[src/core/tcc_pkg.sv]
package tcc_pkg;
  localparam logic [11:0] TCC_CTRL1_OFS = 12'h000;
  localparam logic [11:0] TCC_CTRL2_OFS = 12'h004;
  localparam logic [11:0] TCC_STAT_OFS  = 12'h008;
  localparam logic [11:0] TCC_CAPA_OFS  = 12'h00C;
  localparam logic [11:0] TCC_CMPA_OFS  = 12'h010;
  localparam logic [11:0] TCC_CMPB_OFS  = 12'h014;
  localparam logic [11:0] TCC_CNT_OFS   = 12'h018;
  localparam logic [11:0] TCC_ACNT_OFS  = 12'h01C;
  localparam logic [11:0] TCC_CAPB_OFS  = 12'h020;
  localparam logic [7:0]  TCC_CTRL_RST  = 8'h00;
  localparam logic [15:0] TCC_CNT_RST   = 16'hFFFC;
  localparam logic [15:0] TCC_PWM_LOAD  = 16'hFFFC;
  localparam logic [15:0] TCC_CMP_RST   = 16'hFFFF;
  // control one fields
  localparam int TCC_C1_CAPIE = 7;
  localparam int TCC_C1_CMPIE = 6;
  localparam int TCC_C1_OVFIE = 5;
  localparam int TCC_C1_FRCB  = 4;
  localparam int TCC_C1_FRCA  = 3;
  localparam int TCC_C1_LVLB  = 2;
  localparam int TCC_C1_EDGA  = 1;
  localparam int TCC_C1_LVLA  = 0;
  // control two fields
  localparam int TCC_C2_PENA  = 7;
  localparam int TCC_C2_PENB  = 6;
  localparam int TCC_C2_OPM   = 5;
  localparam int TCC_C2_PWM   = 4;
  localparam int TCC_C2_CKH   = 3;
  localparam int TCC_C2_CKL   = 2;
  localparam int TCC_C2_EDGB  = 1;
  localparam int TCC_C2_EXT_CLOCK_EDGE = 0;
  // status fields
  localparam int TCC_S_CAPA   = 7;
  localparam int TCC_S_CMPA   = 6;
  localparam int TCC_S_OVF    = 5;
  localparam int TCC_S_CAPB   = 4;
  localparam int TCC_S_CMPB   = 3;
  localparam int TCC_S_DIS    = 2;
  localparam logic [1:0] TCC_CK_DIV4 = 2'h0;
  localparam logic [1:0] TCC_CK_DIV2 = 2'h1;
  localparam logic [1:0] TCC_CK_DIV8 = 2'h2;
  localparam logic [1:0] TCC_CK_EXT  = 2'h3;
  localparam logic       TCC_HAS_EXT = 1'b1;
endpackage : tcc_pkg

[src/core/tcc_sync.sv]
`timescale 1ns/1ns
`default_nettype none
// three-stage synchroniser; change seen once stages two and three agree
module tcc_sync (
  input  wire logic clk,   // clock
  input  wire logic rst_n, // sync reset
  input  wire logic d,     // async input
  output var  logic q,     // stable level
  output var  logic rise,  // one-cycle rising pulse
  output var  logic fall   // one-cycle falling pulse
);
  logic s1_q;
  logic s2_q;
  logic s3_q;

  always_ff @(posedge clk) begin
    s1_q <= d;
    s2_q <= s1_q;
    s3_q <= s2_q;
  end

  // q follows the pin during reset so release brings no false edge
  always_ff @(posedge clk) begin
    if (!rst_n || s2_q == s3_q) begin
      q <= s3_q;
    end
  end

  always_comb begin
    rise = (s2_q == s3_q) && s3_q && !q;
    fall = (s2_q == s3_q) && !s3_q && q;
  end
endmodule : tcc_sync
`default_nettype wire

[src/core/tcc_prescale.sv]
`timescale 1ns/1ns
`default_nettype none
// counter tick selector: divided clock or external pin edge
module tcc_prescale (
  input  wire logic       clk,     // clock
  input  wire logic       rst_n,   // sync reset
  input  wire logic       freeze,  // clear prescaler, stop ticks
  input  wire logic [1:0] sel,     // clock select
  input  wire logic       ext_r,   // external rise pulse
  input  wire logic       ext_f,   // external fall pulse
  input  wire logic       ext_edg, // external edge select
  output var  logic       tick     // one-cycle count enable
);
  logic [2:0] div_q;

  always_ff @(posedge clk) begin
    if (!rst_n || freeze) begin
      div_q <= 3'h0;
    end else begin
      div_q <= div_q + 3'h1;
    end
  end

  always_comb begin
    tick = 1'b0;
    if (!freeze) begin
      case (sel)
        tcc_pkg::TCC_CK_DIV4: tick = (div_q[1:0] == 2'h3);
        tcc_pkg::TCC_CK_DIV2: tick = div_q[0];
        tcc_pkg::TCC_CK_DIV8: tick = (div_q == 3'h7);
        default: begin
          tick = tcc_pkg::TCC_HAS_EXT &&
                 (ext_edg ? ext_r : ext_f);
        end
      endcase
    end
  end
endmodule : tcc_prescale
`default_nettype wire

[src/core/tcc_top.sv]
`timescale 1ns/1ns
`default_nettype none
// 16-bit capture/compare timer with APB register access
module tcc_top (
  input  wire logic        MCLK,       // 125 MHz clock
  input  wire logic        RST_N,      // sync reset, active low
  input  wire logic        PSEL,       // apb select
  input  wire logic        PENABLE,    // apb access phase
  input  wire logic        PWRITE,     // apb direction
  input  wire logic [11:0] PADDR,      // apb byte address
  input  wire logic [31:0] PWDATA,     // apb write data
  output var  logic [31:0] PRDATA,     // apb read data
  output var  logic        PREADY,     // apb ready
  output var  logic        PSLVERR,    // apb error
  input  wire logic        CAPTURE_IN_A,        // capture pin a
  input  wire logic        CAPTURE_IN_B,        // capture pin b
  input  wire logic        EXT_COUNT_CLOCK_PIN, // external count clock
  output var  logic        COMPARE_OUT_A,       // compare pin a level
  output var  logic        COMPARE_OUT_A_OE,    // pin a owned by timer
  output var  logic        COMPARE_OUT_B,       // compare pin b level
  output var  logic        COMPARE_OUT_B_OE,    // pin b owned by timer
  output var  logic        TIMER_IRQ            // timer interrupt
);
  logic [7:0]  ctrl1_q;
  logic [7:0]  ctrl2_q;
  logic        dis_q;
  logic [15:0] cnt_q;
  logic [15:0] cmpa_q;
  logic [15:0] cmpb_q;
  logic [15:0] cmpa_act_q;
  logic [15:0] cmpb_act_q;
  logic [15:0] capa_q;
  logic [15:0] capb_q;
  logic        flg_capa_q;
  logic        flg_cmpa_q;
  logic        flg_ovf_q;
  logic        flg_capb_q;
  logic        flg_cmpb_q;
  logic        lvl_a_q;
  logic        lvl_b_q;
  logic        pulse_q;
  logic        stat_rd_q;
  logic        cap_a_r;
  logic        cap_a_f;
  logic        cap_b_r;
  logic        cap_b_f;
  logic        ext_r;
  logic        ext_f;
  logic        tick;
  logic        wr;
  logic        rd;
  logic        acc;
  logic        hit;
  logic        pwm_m;
  logic        opm_m;
  logic        ev_capa;
  logic        ev_capb;
  logic        match_a;
  logic        match_b;
  logic        pwm_end;
  logic        pwm_pend_q;
  logic        clr_capa;
  logic        clr_cmpa;
  logic        clr_ovf;
  logic        clr_capb;
  logic        clr_cmpb;
  logic        irq_d;
  logic [31:0] rdata_d;

  tcc_sync u_sync_a (
    .clk  (MCLK),
    .rst_n(RST_N),
    .d    (CAPTURE_IN_A),
    .q    (),
    .rise (cap_a_r),
    .fall (cap_a_f)
  );

  tcc_sync u_sync_b (
    .clk  (MCLK),
    .rst_n(RST_N),
    .d    (CAPTURE_IN_B),
    .q    (),
    .rise (cap_b_r),
    .fall (cap_b_f)
  );

  tcc_sync u_sync_x (
    .clk  (MCLK),
    .rst_n(RST_N),
    .d    (EXT_COUNT_CLOCK_PIN),
    .q    (),
    .rise (ext_r),
    .fall (ext_f)
  );

  tcc_prescale u_presc (
    .clk    (MCLK),
    .rst_n  (RST_N),
    .freeze (dis_q),
    .sel    (ctrl2_q[tcc_pkg::TCC_C2_CKH:tcc_pkg::TCC_C2_CKL]),
    .ext_r  (ext_r),
    .ext_f  (ext_f),
    .ext_edg(ctrl2_q[tcc_pkg::TCC_C2_EXT_CLOCK_EDGE]),
    .tick   (tick)
  );

  // apb access: single-cycle answer in the access phase
  always_comb begin
    acc = PSEL && PENABLE;
    wr  = acc && PWRITE;
    rd  = acc && !PWRITE;
  end

  always_comb begin
    hit     = 1'b1;
    rdata_d = 32'h0000_0000;
    if (PADDR == tcc_pkg::TCC_CTRL1_OFS) begin
      rdata_d[7:0] = ctrl1_q;
    end else if (PADDR == tcc_pkg::TCC_CTRL2_OFS) begin
      rdata_d[7:0] = ctrl2_q;
    end else if (PADDR == tcc_pkg::TCC_STAT_OFS) begin
      rdata_d[7:0] = {flg_capa_q, flg_cmpa_q, flg_ovf_q, flg_capb_q,
                      flg_cmpb_q, dis_q, 2'h0};
    end else if (PADDR == tcc_pkg::TCC_CAPA_OFS) begin
      rdata_d[15:0] = capa_q;
    end else if (PADDR == tcc_pkg::TCC_CMPA_OFS) begin
      rdata_d[15:0] = cmpa_q;
    end else if (PADDR == tcc_pkg::TCC_CMPB_OFS) begin
      rdata_d[15:0] = cmpb_q;
    end else if (PADDR == tcc_pkg::TCC_CNT_OFS) begin
      rdata_d[15:0] = cnt_q;
    end else if (PADDR == tcc_pkg::TCC_ACNT_OFS) begin
      rdata_d[15:0] = cnt_q;
    end else if (PADDR == tcc_pkg::TCC_CAPB_OFS) begin
      rdata_d[15:0] = capb_q;
    end else begin
      hit = 1'b0;
    end
  end

  always_ff @(posedge MCLK) begin
    if (!RST_N) begin
      PRDATA  <= 32'h0000_0000;
      PREADY  <= 1'b0;
      PSLVERR <= 1'b0;
    end else begin
      PREADY  <= PSEL && !PENABLE;
      PSLVERR <= PSEL && !PENABLE && !hit;
      PRDATA  <= (PSEL && !PENABLE && !PWRITE) ? rdata_d : 32'h0000_0000;
    end
  end

  // requests take effect at the edge where PREADY is seen high
  logic done;
  always_comb begin
    done = acc && PREADY;
  end

  always_ff @(posedge MCLK) begin
    if (!RST_N) begin
      ctrl1_q <= tcc_pkg::TCC_CTRL_RST;
      ctrl2_q <= tcc_pkg::TCC_CTRL_RST;
      dis_q   <= 1'b0;
    end else if (done && wr) begin
      if (PADDR == tcc_pkg::TCC_CTRL1_OFS) begin
        ctrl1_q <= PWDATA[7:0];
      end else if (PADDR == tcc_pkg::TCC_CTRL2_OFS) begin
        ctrl2_q <= PWDATA[7:0];
      end else if (PADDR == tcc_pkg::TCC_STAT_OFS) begin
        dis_q <= PWDATA[tcc_pkg::TCC_S_DIS];
      end
    end
  end

  // compare buffers; PWM mode defers the active copy to period end
  always_ff @(posedge MCLK) begin
    if (!RST_N) begin
      cmpa_q     <= tcc_pkg::TCC_CMP_RST;
      cmpb_q     <= tcc_pkg::TCC_CMP_RST;
      cmpa_act_q <= tcc_pkg::TCC_CMP_RST;
      cmpb_act_q <= tcc_pkg::TCC_CMP_RST;
    end else begin
      if (done && wr && PADDR == tcc_pkg::TCC_CMPA_OFS) begin
        cmpa_q <= PWDATA[15:0];
      end
      if (done && wr && PADDR == tcc_pkg::TCC_CMPB_OFS) begin
        cmpb_q <= PWDATA[15:0];
      end
      if (!pwm_m || pwm_end) begin
        cmpa_act_q <= cmpa_q;
        cmpb_act_q <= cmpb_q;
      end
    end
  end

  always_comb begin
    pwm_m   = ctrl2_q[tcc_pkg::TCC_C2_PWM];
    opm_m   = ctrl2_q[tcc_pkg::TCC_C2_OPM] && !pwm_m;
    ev_capa = !pwm_m && (ctrl1_q[tcc_pkg::TCC_C1_EDGA] ?
              cap_a_r : cap_a_f);
    ev_capb = ctrl2_q[tcc_pkg::TCC_C2_EDGB] ? cap_b_r : cap_b_f;
    match_a = tick && (cnt_q == cmpa_act_q);
    match_b = tick && (cnt_q == cmpb_act_q);
    pwm_end = pwm_pend_q;
  end

  // period end registered one cycle after the b match in PWM mode
  always_ff @(posedge MCLK) begin
    if (!RST_N) begin
      pwm_pend_q <= 1'b0;
    end else begin
      pwm_pend_q <= pwm_m && match_b;
    end
  end

  // tick counter; reloaded on count writes, at the PWM b match and on capture a in one-pulse mode
  always_ff @(posedge MCLK) begin
    if (!RST_N) begin
      cnt_q <= tcc_pkg::TCC_CNT_RST;
    end else if (done && wr && (PADDR == tcc_pkg::TCC_CNT_OFS ||
                                PADDR == tcc_pkg::TCC_ACNT_OFS)) begin
      cnt_q <= tcc_pkg::TCC_CNT_RST;
    end else if (pwm_m && match_b) begin
      cnt_q <= tcc_pkg::TCC_PWM_LOAD;
    end else if (opm_m && ev_capa) begin
      cnt_q <= tcc_pkg::TCC_CNT_RST;
    end else if (tick) begin
      cnt_q <= cnt_q + 16'h0001;
    end
  end

  always_ff @(posedge MCLK) begin
    if (!RST_N) begin
      capa_q <= 16'h0000;
      capb_q <= 16'h0000;
    end else begin
      if (ev_capa) begin
        capa_q <= cnt_q;
      end
      if (ev_capb) begin
        capb_q <= cnt_q;
      end
    end
  end

  // flags clear by status read then data access; a new event wins
  always_ff @(posedge MCLK) begin
    if (!RST_N) begin
      stat_rd_q <= 1'b0;
    end else if (done) begin
      stat_rd_q <= rd && PADDR == tcc_pkg::TCC_STAT_OFS;
    end
  end

  always_comb begin
    clr_capa = done && stat_rd_q && PADDR == tcc_pkg::TCC_CAPA_OFS;
    clr_cmpa = done && stat_rd_q && PADDR == tcc_pkg::TCC_CMPA_OFS;
    clr_ovf  = done && stat_rd_q && PADDR == tcc_pkg::TCC_CNT_OFS;
    clr_capb = done && stat_rd_q && PADDR == tcc_pkg::TCC_CAPB_OFS;
    clr_cmpb = done && stat_rd_q && PADDR == tcc_pkg::TCC_CMPB_OFS;
  end

  always_ff @(posedge MCLK) begin
    if (!RST_N) begin
      flg_capa_q <= 1'b0;
      flg_cmpa_q <= 1'b0;
      flg_ovf_q  <= 1'b0;
      flg_capb_q <= 1'b0;
      flg_cmpb_q <= 1'b0;
    end else begin
      flg_capa_q <= ev_capa || (pwm_m && match_b) ||
                    (flg_capa_q && !clr_capa);
      flg_cmpa_q <= (!pwm_m && match_a) || (flg_cmpa_q && !clr_cmpa);
      flg_ovf_q  <= (tick && cnt_q == 16'hFFFF && !(pwm_m && match_b)) ||
                    (flg_ovf_q && !clr_ovf);
      flg_capb_q <= ev_capb || (flg_capb_q && !clr_capb);
      flg_cmpb_q <= (!pwm_m && match_b) || (flg_cmpb_q && !clr_cmpb);
    end
  end

  // compare output levels
  always_ff @(posedge MCLK) begin
    if (!RST_N) begin
      lvl_a_q <= 1'b0;
      lvl_b_q <= 1'b0;
      pulse_q <= 1'b0;
    end else begin
      if (pwm_m) begin
        if (match_a) begin
          lvl_a_q <= ctrl1_q[tcc_pkg::TCC_C1_LVLA];
        end else if (match_b) begin
          lvl_a_q <= ctrl1_q[tcc_pkg::TCC_C1_LVLB];
        end
      end else if (opm_m) begin
        if (ev_capa) begin
          lvl_a_q <= ctrl1_q[tcc_pkg::TCC_C1_LVLB];
          pulse_q <= 1'b1;
        end else if (pulse_q && match_a) begin
          lvl_a_q <= ctrl1_q[tcc_pkg::TCC_C1_LVLA];
          pulse_q <= 1'b0;
        end
      end else if (match_a || ctrl1_q[tcc_pkg::TCC_C1_FRCA]) begin
        lvl_a_q <= ctrl1_q[tcc_pkg::TCC_C1_LVLA];
      end
      if (!pwm_m && !opm_m &&
          (match_b || ctrl1_q[tcc_pkg::TCC_C1_FRCB])) begin
        lvl_b_q <= ctrl1_q[tcc_pkg::TCC_C1_LVLB];
      end
    end
  end

  // pin enables route only; compare logic runs regardless
  always_ff @(posedge MCLK) begin
    if (!RST_N) begin
      COMPARE_OUT_A    <= 1'b0;
      COMPARE_OUT_A_OE <= 1'b0;
      COMPARE_OUT_B    <= 1'b0;
      COMPARE_OUT_B_OE <= 1'b0;
    end else begin
      COMPARE_OUT_A    <= lvl_a_q;
      COMPARE_OUT_A_OE <= ctrl2_q[tcc_pkg::TCC_C2_PENA] && !dis_q;
      COMPARE_OUT_B    <= lvl_b_q;
      COMPARE_OUT_B_OE <= ctrl2_q[tcc_pkg::TCC_C2_PENB] && !dis_q;
    end
  end

  always_comb begin
    irq_d = (ctrl1_q[tcc_pkg::TCC_C1_CAPIE] &&
             (flg_capa_q || flg_capb_q)) ||
            (ctrl1_q[tcc_pkg::TCC_C1_CMPIE] &&
             (flg_cmpa_q || flg_cmpb_q)) ||
            (ctrl1_q[tcc_pkg::TCC_C1_OVFIE] && flg_ovf_q);
  end

  always_ff @(posedge MCLK) begin
    if (!RST_N) begin
      TIMER_IRQ <= 1'b0;
    end else begin
      TIMER_IRQ <= irq_d;
    end
  end
endmodule : tcc_top
`default_nettype wire

[config.mk]
export PLATFORM = sky130hd
export DESIGN_NAME = tcc_top
export DESIGN_NICKNAME = d
export VERILOG_FILES = /design/src/core/tcc_pkg.sv /design/src/core/tcc_sync.sv /design/src/core/tcc_prescale.sv /design/src/core/tcc_top.sv
export SDC_FILE = /design/constraint.sdc
export NUM_CORES = 1
export LEC_CHECK = 0
export BUFFER_PORTS_ARGS = -buffer_cell sky130_fd_sc_hd__buf_2
export CAP_MARGIN = 20
export CORE_MARGIN = 1.5
export CORE_UTILIZATION = 45
export DETAILED_ROUTE_END_ITERATION = 8
export PLACE_DENSITY = 0.63
export SETUP_SLACK_MARGIN = 0.2
export SYNTH_ARGS = -nofsm -noshare
export SYNTH_HDL_FRONTEND = slang
export SYNTH_HIERARCHICAL = 1
export SYNTH_SLANG_ARGS = --single-unit
export TNS_END_PERCENT = 10
[constraint.sdc]
create_clock -name MCLK -period 3.7 [get_ports MCLK]
set_clock_uncertainty 0.1 [all_clocks]
set_input_delay 1.11 -clock MCLK [delete_from_list [all_inputs] [get_ports MCLK]]
set_output_delay 1.11 -clock MCLK [all_outputs]
set_load 0.01 [all_outputs]
# ---- Word level (Yosys, flattened, before mapping)
# Cells that the tools add are included.
dict set report classes {
  mux 32
  bitwise_logic 5
  n_reduce_logical 102
  eq_ne 20
  add_sub_neg 2
}
# operator count
set op_table {}
lappend op_table {{2-to-1 mux 16 bit} 6}
lappend op_table {{logical AND 1 bit} 53}
lappend op_table {{== test 12 x 5 -> 1 bit, second input constant} 4}
lappend op_table {{== test 16 bit} 2}
lappend op_table {{== test 12 x 4 -> 1 bit, second input constant} 2}
lappend op_table {{2-to-1 mux 8 bit} 3}
lappend op_table {{2-to-1 mux 1 bit} 22}
lappend op_table {{zero test 1 bit} 19}
lappend op_table {{logical OR 1 bit} 18}
lappend op_table {{adder 16 x 1 -> 16 bit, second input constant} 1}
lappend op_table {{== test 16 bit, second input constant} 1}
lappend op_table {{== test 12 x 3 -> 1 bit, second input constant} 1}
lappend op_table {{== test 12 x 6 -> 1 bit, second input constant} 1}
lappend op_table {{zero test 12 bit} 1}
lappend op_table {{AND reduction 3 bit} 3}
lappend op_table {{NOT 1 bit} 5}
lappend op_table {{OR reduction 5 bit} 1}
lappend op_table {{== test 2 bit, second input constant} 2}
lappend op_table {{inequality test 4 x 2 -> 1 bit, second input constant} 1}
lappend op_table {{AND reduction 2 bit} 2}
lappend op_table {{AND reduction 4 bit} 1}
lappend op_table {{OR reduction 4 bit} 1}
lappend op_table {{adder 3 x 1 -> 3 bit, second input constant} 1}
lappend op_table {{== test 1 bit} 3}
lappend op_table {{other kinds (7)} 7}
dict set report totals {
  output_inout_bits 39
  ff_bits 193
  elab_cells 204
}

# ---- Logic depth before layout (Yosys ltp)
# Gate-level depths: netlist of the first run.
dict set report depth {
  ltp_word 12
  depth_mapped 13
}

# ---- Cells and area by module
# The synthesis of the first run kept the hierarchy.
# module area_each_um2 cells_per_inst seq_area_each_um2 instances
set modules_own_cells {}
lappend modules_own_cells {tcc_top 7156.9 882 3243.1 1}
lappend modules_own_cells {tcc_sync 142.6 11 90.1 3}
lappend modules_own_cells {tcc_prescale 157.7 11 60.1 1}

# ---- Least setup slack after synthesis of the first run
# OpenSTA, ideal clock, no wires.
dict set report synth_path {
  path_kind {input port to flip-flop}
  startpoint {in PADDR[9]}
  endpoint {reg ctrl1_q[0]}
  stages 7
  arrival_time_ns 2.722
  setup_slack_ns 0.751
  path_cell_list {nor4_4 > nand2_2 > or3_1 > buf_2 > nor3_4 > mux2i_1 > nor2_1}
}
dict set report synth_via {
  elab_chain_len 2
}
# element line_no
set synth_rtl {}
lappend synth_rtl {{start: declaration} tcc_top.sv:10} ;# input wire logic [11:0] PADDR,
lappend synth_rtl {{zero test 12 bit} tcc_top.sv:166} ;# if (PADDR == tcc_pkg::TCC_CTRL1_OFS) begin
lappend synth_rtl {{AND reduction 2 bit (no source line)} -}
lappend synth_rtl {{end signal: assignment} tcc_top.sv:162} ;# ctrl1_q <= tcc_pkg::TCC_CTRL_RST;
lappend synth_rtl {{end signal: assignment} tcc_top.sv:167} ;# ctrl1_q <= PWDATA[7:0];
lappend synth_rtl {{end: declaration} tcc_top.sv:24} ;# logic [7:0] ctrl1_q;
# Every way passes these cells.
# A chain may end at the register's enable or synchronous reset.

# ---- Final worst setup path of the first run
dict set report layout_path {
  startpoint {reg u_sync_x.s2_q}
  endpoint {reg cnt_q[7]}
}
dict set report layout_via {
  elab_chain_len 9
  elab_cells_between_ends 11
  cone_classes {eq/ne (1); mux (3); reduce/logical (7)}
}
# element line_no
set layout_rtl {}
lappend layout_rtl {{start: declaration} tcc_sync.sv:13} ;# logic s2_q;
lappend layout_rtl {{start signal: assignment} tcc_sync.sv:18} ;# s2_q <= s1_q;
lappend layout_rtl {{== test 1 bit (*)} tcc_sync.sv:31} ;# fall = (s2_q == s3_q) && !s3_q && q;
lappend layout_rtl {{logical AND 1 bit (*) (2 in series)} tcc_sync.sv:31}
lappend layout_rtl {{via ext_f} tcc_top.sv:48} ;# logic ext_f;
lappend layout_rtl {{2-to-1 mux 1 bit (*)} tcc_prescale.sv:33} ;# (ext_edg ? ext_r : ext_f);
lappend layout_rtl {{one-hot mux 1 bit (3 select lines) (*)} tcc_prescale.sv:27} ;# case (sel)
lappend layout_rtl {{2-to-1 mux 1 bit (*)} tcc_prescale.sv:26} ;# if (!freeze) begin
lappend layout_rtl {{via tick} tcc_top.sv:49} ;# logic tick;
lappend layout_rtl {{logical AND 1 bit} tcc_top.sv:204} ;# match_b = tick && (cnt_q == cmpb_act_q);
lappend layout_rtl {{logical AND 1 bit} tcc_top.sv:224} ;# end else if (pwm_m && match_b) begin
lappend layout_rtl {{OR reduction 4 bit (no source line)} -}
lappend layout_rtl {{end signal: assignment} tcc_top.sv:223} ;# cnt_q <= tcc_pkg::TCC_CNT_RST;
lappend layout_rtl {{end signal: assignment} tcc_top.sv:225} ;# cnt_q <= tcc_pkg::TCC_PWM_LOAD;
lappend layout_rtl {{end signal: assignment} tcc_top.sv:227} ;# cnt_q <= tcc_pkg::TCC_CNT_RST;
lappend layout_rtl {{end: declaration} tcc_top.sv:27} ;# logic [15:0] cnt_q;
# Mark *: on every way through the listed nets, which the timed path passes. The rest lies on a longest branch.

==> results of run 1 <==
[layer usage]
metal	vias to the layer above	share of wire (%)
li1	3192	-
met1	3070	46
met2	229	44
met3	21	8.1
met4	2	1.4
met5	-	0.057
[power groups by stage]
stage	clock [mW]	combinational, mW	sequential (mW)
floorplan	0	0.126	2.00
global placement	0	0.176	2.00
detailed placement	0	0.179	2.00
CTS	1.88	0.179	1.96
global route	1.96	0.199	1.96
finish	1.86	0.180	1.96
[state kept, by name (all words and copies together), names as in the netlist, 3 cells and up]
name / flops
PRDATA: 16
capa_q: 16
capb_q: 16
cmpa_act_q: 16
cmpa_q: 16
cmpb_act_q: 16
cmpb_q: 16
cnt_q: 16
ctrl1_q: 8
ctrl2_q: 8
u_presc/div_q: 3
[worst max-delay path: stages (launching register included)]
cell      delay [ns]
dfxtp_1         0.35
inv_1           0.05
ha_1            0.18
and2_2          0.16
mux2_1          0.28
mux4_2          0.48
nor2b_4         0.19
nand2_1         0.11
nor2_1          0.09
nand3_1         0.23
o2111a_1        0.63
o21ai_0         0.17
[cell families after synthesis]
family / share of synthesized area, %
compound gates: 10.8
xor+xnor: 4.75
fa+ha+maj: 1.45
other cells: 0.0484
simple gates: 25.7
flops: 46.2
mux: 5.51
buf+inv: 5.51
[cell type report]
class | count | area [µm²]
clock inverter | 15 | 181
multi-input combinational | 669 | 3800
fill | 1635 | 7870
sequential | 177 | 3570
clock buffer | 17 | 425
timing repair buffer | 87 | 515
tap | 220 | 275
inverter | 16 | 60.1
[metrics by stage]
step           cells  instance area (µm²)  hold slack (ns)  util (%)
2_1_floorplan    941                 7800            0.210         -
3_3_place_gp    1168                 8210            0.212      49.2
3_5_place_dp    1169                 8230            0.215      49.3
4_1_cts         1201                 8830            0.231      52.9
5_1_grt         1201                 8830            0.236      52.9
6_report        1201                 8830            0.229      52.9
[worst max path at each step]
stage	end	slack (ns)
floorplan	ctrl1_q[0]	0.75
global placement	ctrl1_q[2]	0.38
detailed placement	ctrl1_q[5]	0.35
CTS	cnt_q[7]	0.52
global route	cnt_q[7]	0.33
finish	cnt_q[7]	0.53
[placed cells by master, fill, tap and decap left out, drive strengths merged, types with 17 or more instances in the layout]
cell type  synthesis  routed
o21ai             17      17
nand3             73      73
clkbuf            54      17
a21oi             58      58
xnor2             32      32
buf               25      87
inv               15      19
nand2            236     236
mux2i             37      37
nor2              39      39
dfxtp            174     174
==> reports/qor.yml, run 1 <==
setup_path:
  cp.required_ns: 3.88
  r2r-start: "u_sync_x/s2_q"
  cp_max_fo: 16
  r2r_setup_slack_ns: 0.53
  arrival_ns: 3.35
  path_class: "flip-flop to flip-flop"
  r2r_end: "cnt_q[7]"
  crit_start: "u_sync_x/s2_q"
  startpoint_type: "flip-flop"
  rr_worst_depth: 11
  endpoint_kind: "flip-flop"
power:
  power.internal_mw: 3.07
  p_sw_mw: 0.929
  clkPwrFrac_pct: 46.5
  p_seq_share_pct: 49.0
  leakagePower_nw: 3.77
  vdd_ir_drop_max_mv: 0.340
  p_per_area_mw_per_mm2: 453
  swShare_pct: 23.2
  power_mw: 4.00
  pwr-share-comb_pct: 4.5
global_route:
  grt_use_total_pct: 24.2
  use_met1_pct: 34.7
  antenna_found_initial: 1
  grt-ovfl-total: 0
  busiest_layer: "met2"
  met3_usage_pct: 6.20
  grt_pass1_wl_mm: 33.3
  grt_pass1_vias: 5990
  use_met2_pct: 36.2
  grt_max_degree: 69
clock_tree:
  cts_buffer_depth: 2
  clkTransAtPathRegs_ns: 0.07
  cts-resized-gates: 0
  clk_latency_ns: 0.43
  cts_tree: "done"
  post_cts_buffers: 0
  hold_buffers: 0
  cts_max_level: 4
  clock-root-buffer: "clkbuf_16"
  clock_sinks: 177
  cts-buffers-inserted: 17
layout:
  layout-drive-gt1-share_pct: 14.6
  area_growth_syn_to_layout_pct: 14.1
  nets: 1029
  diodes: 0
placement:
  pre_cts_ws_ns: 0.347
  dpl.hpwl_mm: 14.8
  io_buffers: 58
  place.gp.congestion: 0.856
detailed_routing:
  routedWlPerCell_um: 17.5
  drt_iter0_markers: 612
  drt-total-wl_mm: 21.0
  routed_via_density: 5.42
  drcViolationCount: 0
  vias: 6514
  drtAntennaViolNets: 0
  dr.pass1.iters: 7
synthesis:
  ys_top_cells_by_count: "nand2_1 (235), dfxtp_1 (174), nand3_1 (73)"
  synthFlopType: "dfxtp_1"
  synth_top_area_share_pct: 45.0
  synthCells: 926
  yosysSeqAreaShare_pct: 46.2
  postSynthAreaPerCell_um2: 8.36
  synth.area.top_cells: "dfxtp_1 (45%), nand2_1 (11%), mux2i_1 (4.8%)"
  synth_most_common_cell: "nand2_1"
  syn_area_mm2: 0.00774
  synth_top_area_cell: "dfxtp_1"
  synth_edf_count: 3
  yosysWarnings: 6
  async_flop_share_pct: 0
  ys_types: 70
  ys_ff_latch: 177
floorplan:
  coreArea_mm2: 0.0167
  chipHeight_um: 134
  io-pin-count: 91
  die_x_um: 134
  initial_core_util_pct: 46.4
  die-area_mm2: 0.0180
  num_rows: 47
sta:
  relSlewSlack_pct: 53.0
  final.min_clock_period_ns: 3.17
  fmax_ghz: 0.315
  finalSetupTns_ns: 0
  setup_ws_ns: 0.529
  hold_viol: 0
  rsz0062_at_grt: "false"
  finalSetupViolations: 0
  final_max_slew_viol_count: 0
  tightest_slew_ns: 0.705
  fin_crit_sh_pct: 85.7
min_path:
  hold_start: "u_sync_x/s1_q"
  holdPathStages: 0
  hold_end: "u_sync_x/s2_q"
  hold_class: "flip-flop to flip-flop"
flow_run:
  maxCapViolations: 0
status:
  outcome: "complete, no violations"
Power figures use the tool's default switching activity.
==> run 2: changes to the inputs <==
Settings changed: CORE_UTILIZATION 45 to 32, PLACE_DENSITY 0.63 to 0.48.
==> reports/qor.yml, run 2 (synthesis gave the netlist of run 1 again) <==
floorplan:
  num_rows: 56  # +19%
  die_x_um: 159  # +18%
  chipHeight_um: 159  # +18%
  io-pin-count: 91  # unchanged
  die-area_mm2: 0.0251  # +40%
  coreArea_mm2: 0.0236  # +41%
  initial_core_util_pct: 32.8  # -14 points
placement:
  pre_cts_ws_ns: 0.357  # +0.00955 ns
  place.gp.congestion: 0.798  # -6.8%
  dpl_cell_area_mm2: 0.00839  # +2.0%
  io_buffers: 58  # unchanged
  dpl.cell_count: 1272  # +8.8%
  dpl.hpwl_mm: 16.7  # +12%
global_route:
  antenna_found_initial: 0  # -1
  grt_pass1_wl_mm: 35.7  # +7.3%
  grt_pass1_vias: 5937  # -0.88%
  grt_use_total_pct: 19.4  # -4.8 points
  grt_max_degree: 43  # -38%
  grt-ovfl-total: 0  # unchanged
min_path:
  hold_class: "flip-flop to flip-flop"
sta:
  tightest_slew_ns: 0.966  # +0.261 ns
  hold_viol: 0  # unchanged
  fin_crit_sh_pct: 87.0  # +1.3 points
  final_max_slew_viol_count: 0  # unchanged
  rsz0062_at_grt: "false"
  final.min_clock_period_ns: 3.22  # +0.0474 ns
  setup_ws_ns: 0.482  # -0.0474 ns
  finalSetupTns_ns: 0  # unchanged
  worst_hold_slack_ns: 0.228  # -0.00105 ns
  fmax_ghz: 0.311  # -1.5%
  finalSetupViolations: 0  # unchanged
  relSlewSlack_pct: 34.3  # -19 points
setup_path:
  critical_path.max_stage_delay_ns: 0.63  # about the same
  endpoint_kind: "flip-flop"
  slowest_stage: "o2111a_1"
  arrival_ns: 3.40  # +0.05 ns
  path_class: "flip-flop to flip-flop"
  cp.required_ns: 3.88  # about the same
  cp_max_fo: 16  # unchanged
  cp_cell_sequence: "inv_1, ha_1, and2_2, mux2_1, mux4_2, nor2b_4, nand2_1, nor2_1, nand3_1, o2111a_1, o21ai_0"
  startpoint_type: "flip-flop"
power:
  leakagePower_nw: 3.80  # +1.0%
  vdd_ir_drop_max_mv: 0.213  # -37%
  p_per_area_mw_per_mm2: 454  # +0.23%
detailed_routing:
  routed_via_density: 4.96  # -8.5%
  routedWlPerCell_um: 17.9  # +2.3%
  drt-total-wl_mm: 23.3  # +11%
  dr.pass1.iters: 7  # unchanged
  drt_iter0_markers: 645  # +5.4%
  drtAntennaViolNets: 0  # unchanged
  vias: 6471  # -0.66%
  drcViolationCount: 0  # unchanged
layout:
  nets: 1033  # +0.39%
  mostFrequentLayoutCells: "nand2_1 (235), dfxtp_1 (174), nand3_1 (73), a21oi_1 (58), buf_2 (58)"
  stdcell_area_mm2: 0.00902  # +2.2%
  finalNonFillerCells: 1304  # +8.6%
  final_common_cell: "nand2_1"
  area_growth_syn_to_layout_pct: 16.5
  fillers: 2480  # +52%
  diodes: 0  # unchanged
  layout-drive-gt1-share_pct: 14.9  # +0.35 points
clock_tree:
  post_cts_buffers: 0  # unchanged
  clock-root-buffer: "clkbuf_16"
  cts_max_level: 4  # unchanged
  cts-buffers-inserted: 17  # unchanged
  cts-resized-gates: 0  # unchanged
  hold_buffers: 0  # unchanged
  cts_buffer_depth: 2  # unchanged
  clock_sinks: 177  # unchanged
  clk_latency_ns: 0.43  # about the same
  cts_tree: "done"
  clkTransAtPathRegs_ns: 0.07  # about the same
flow_run:
  maxCapViolations: 0  # unchanged
status:
  outcome: "complete, no violations"
run 2: changes by cell type in the layout (fill, tap and decap cells not counted), sizes merged:
cell | before | now
buf | 87 | 91
bufinv | 3 | 4
clkbuf | 17 | 20
clkinv | 7 | 6
clkinvlp | 2 | 0
inv | 19 | 18
run 2: final cells by class:
class / instances / area (µm²) / share of cell area (%)
clock buffer: 20 / 457 / 5.06
clock inverter: 12 / 179 / 1.98
inverter: 16 / 60.1 / 0.666
multi-input combinational: 669 / 3800 / 42.2
sequential: 177 / 3570 / 39.6
tap: 319 / 399 / 4.42
timing repair buffer: 91 / 551 / 6.10
run 2: metal layers:
layer	vias up	wire (µm)	GRT usage, %
li1	3195	-	-
met1	3062	11300	28.0
met2	197	10300	29.8
met3	17	1320	2.83
met4	0	325	5.65
met5	-	0	0
run 2: path summary, 6_finish.rpt:
| path | start | end | slack (ns) | cells after the start |
|---|---|---|---|---|
| worst min register to register | u_sync_a/s1_q | u_sync_a/s2_q | 0.23 | 0 |
| worst min-delay path | u_sync_a/s1_q | u_sync_a/s2_q | 0.23 | 0 |
| worst max register to register | u_sync_x/s2_q | cnt_q[4] | 0.48 | 11 |
| worst max-delay path | u_sync_x/s2_q | cnt_q[4] | 0.48 | 11 |
run 2: metrics by stage:
step | utilization [%] | total power [mW]
after floorplan | - | 2.12
after global placement | 35.5 | 2.19
after detailed placement | 35.5 | 2.19
after CTS | 38.2 | 4.15
after global routing | 38.2 | 4.24
final | 38.2 | 4.10
run 2: worst max-delay path, delay by kind of cell, from the launching register on:
kind                     cells  cell delay, ns
AO/OA/AOI/OAI                2            0.82
AND/OR/NAND/NOR              5            0.80
multiplexers                 2            0.75
flip-flops                   1            0.35
adder cells (fa/ha/maj)      1            0.17
buffers and inverters        1            0.05
run 2: power by group:
group / leakage, nW / internal, mW / total [mW] / switching [mW]
logic: 2.05 / 0.0618 / 0.184 / 0.122
clock network: 0.315 / 1.17 / 1.96 / 0.783
registers: 1.44 / 1.94 / 1.96 / 0.0166
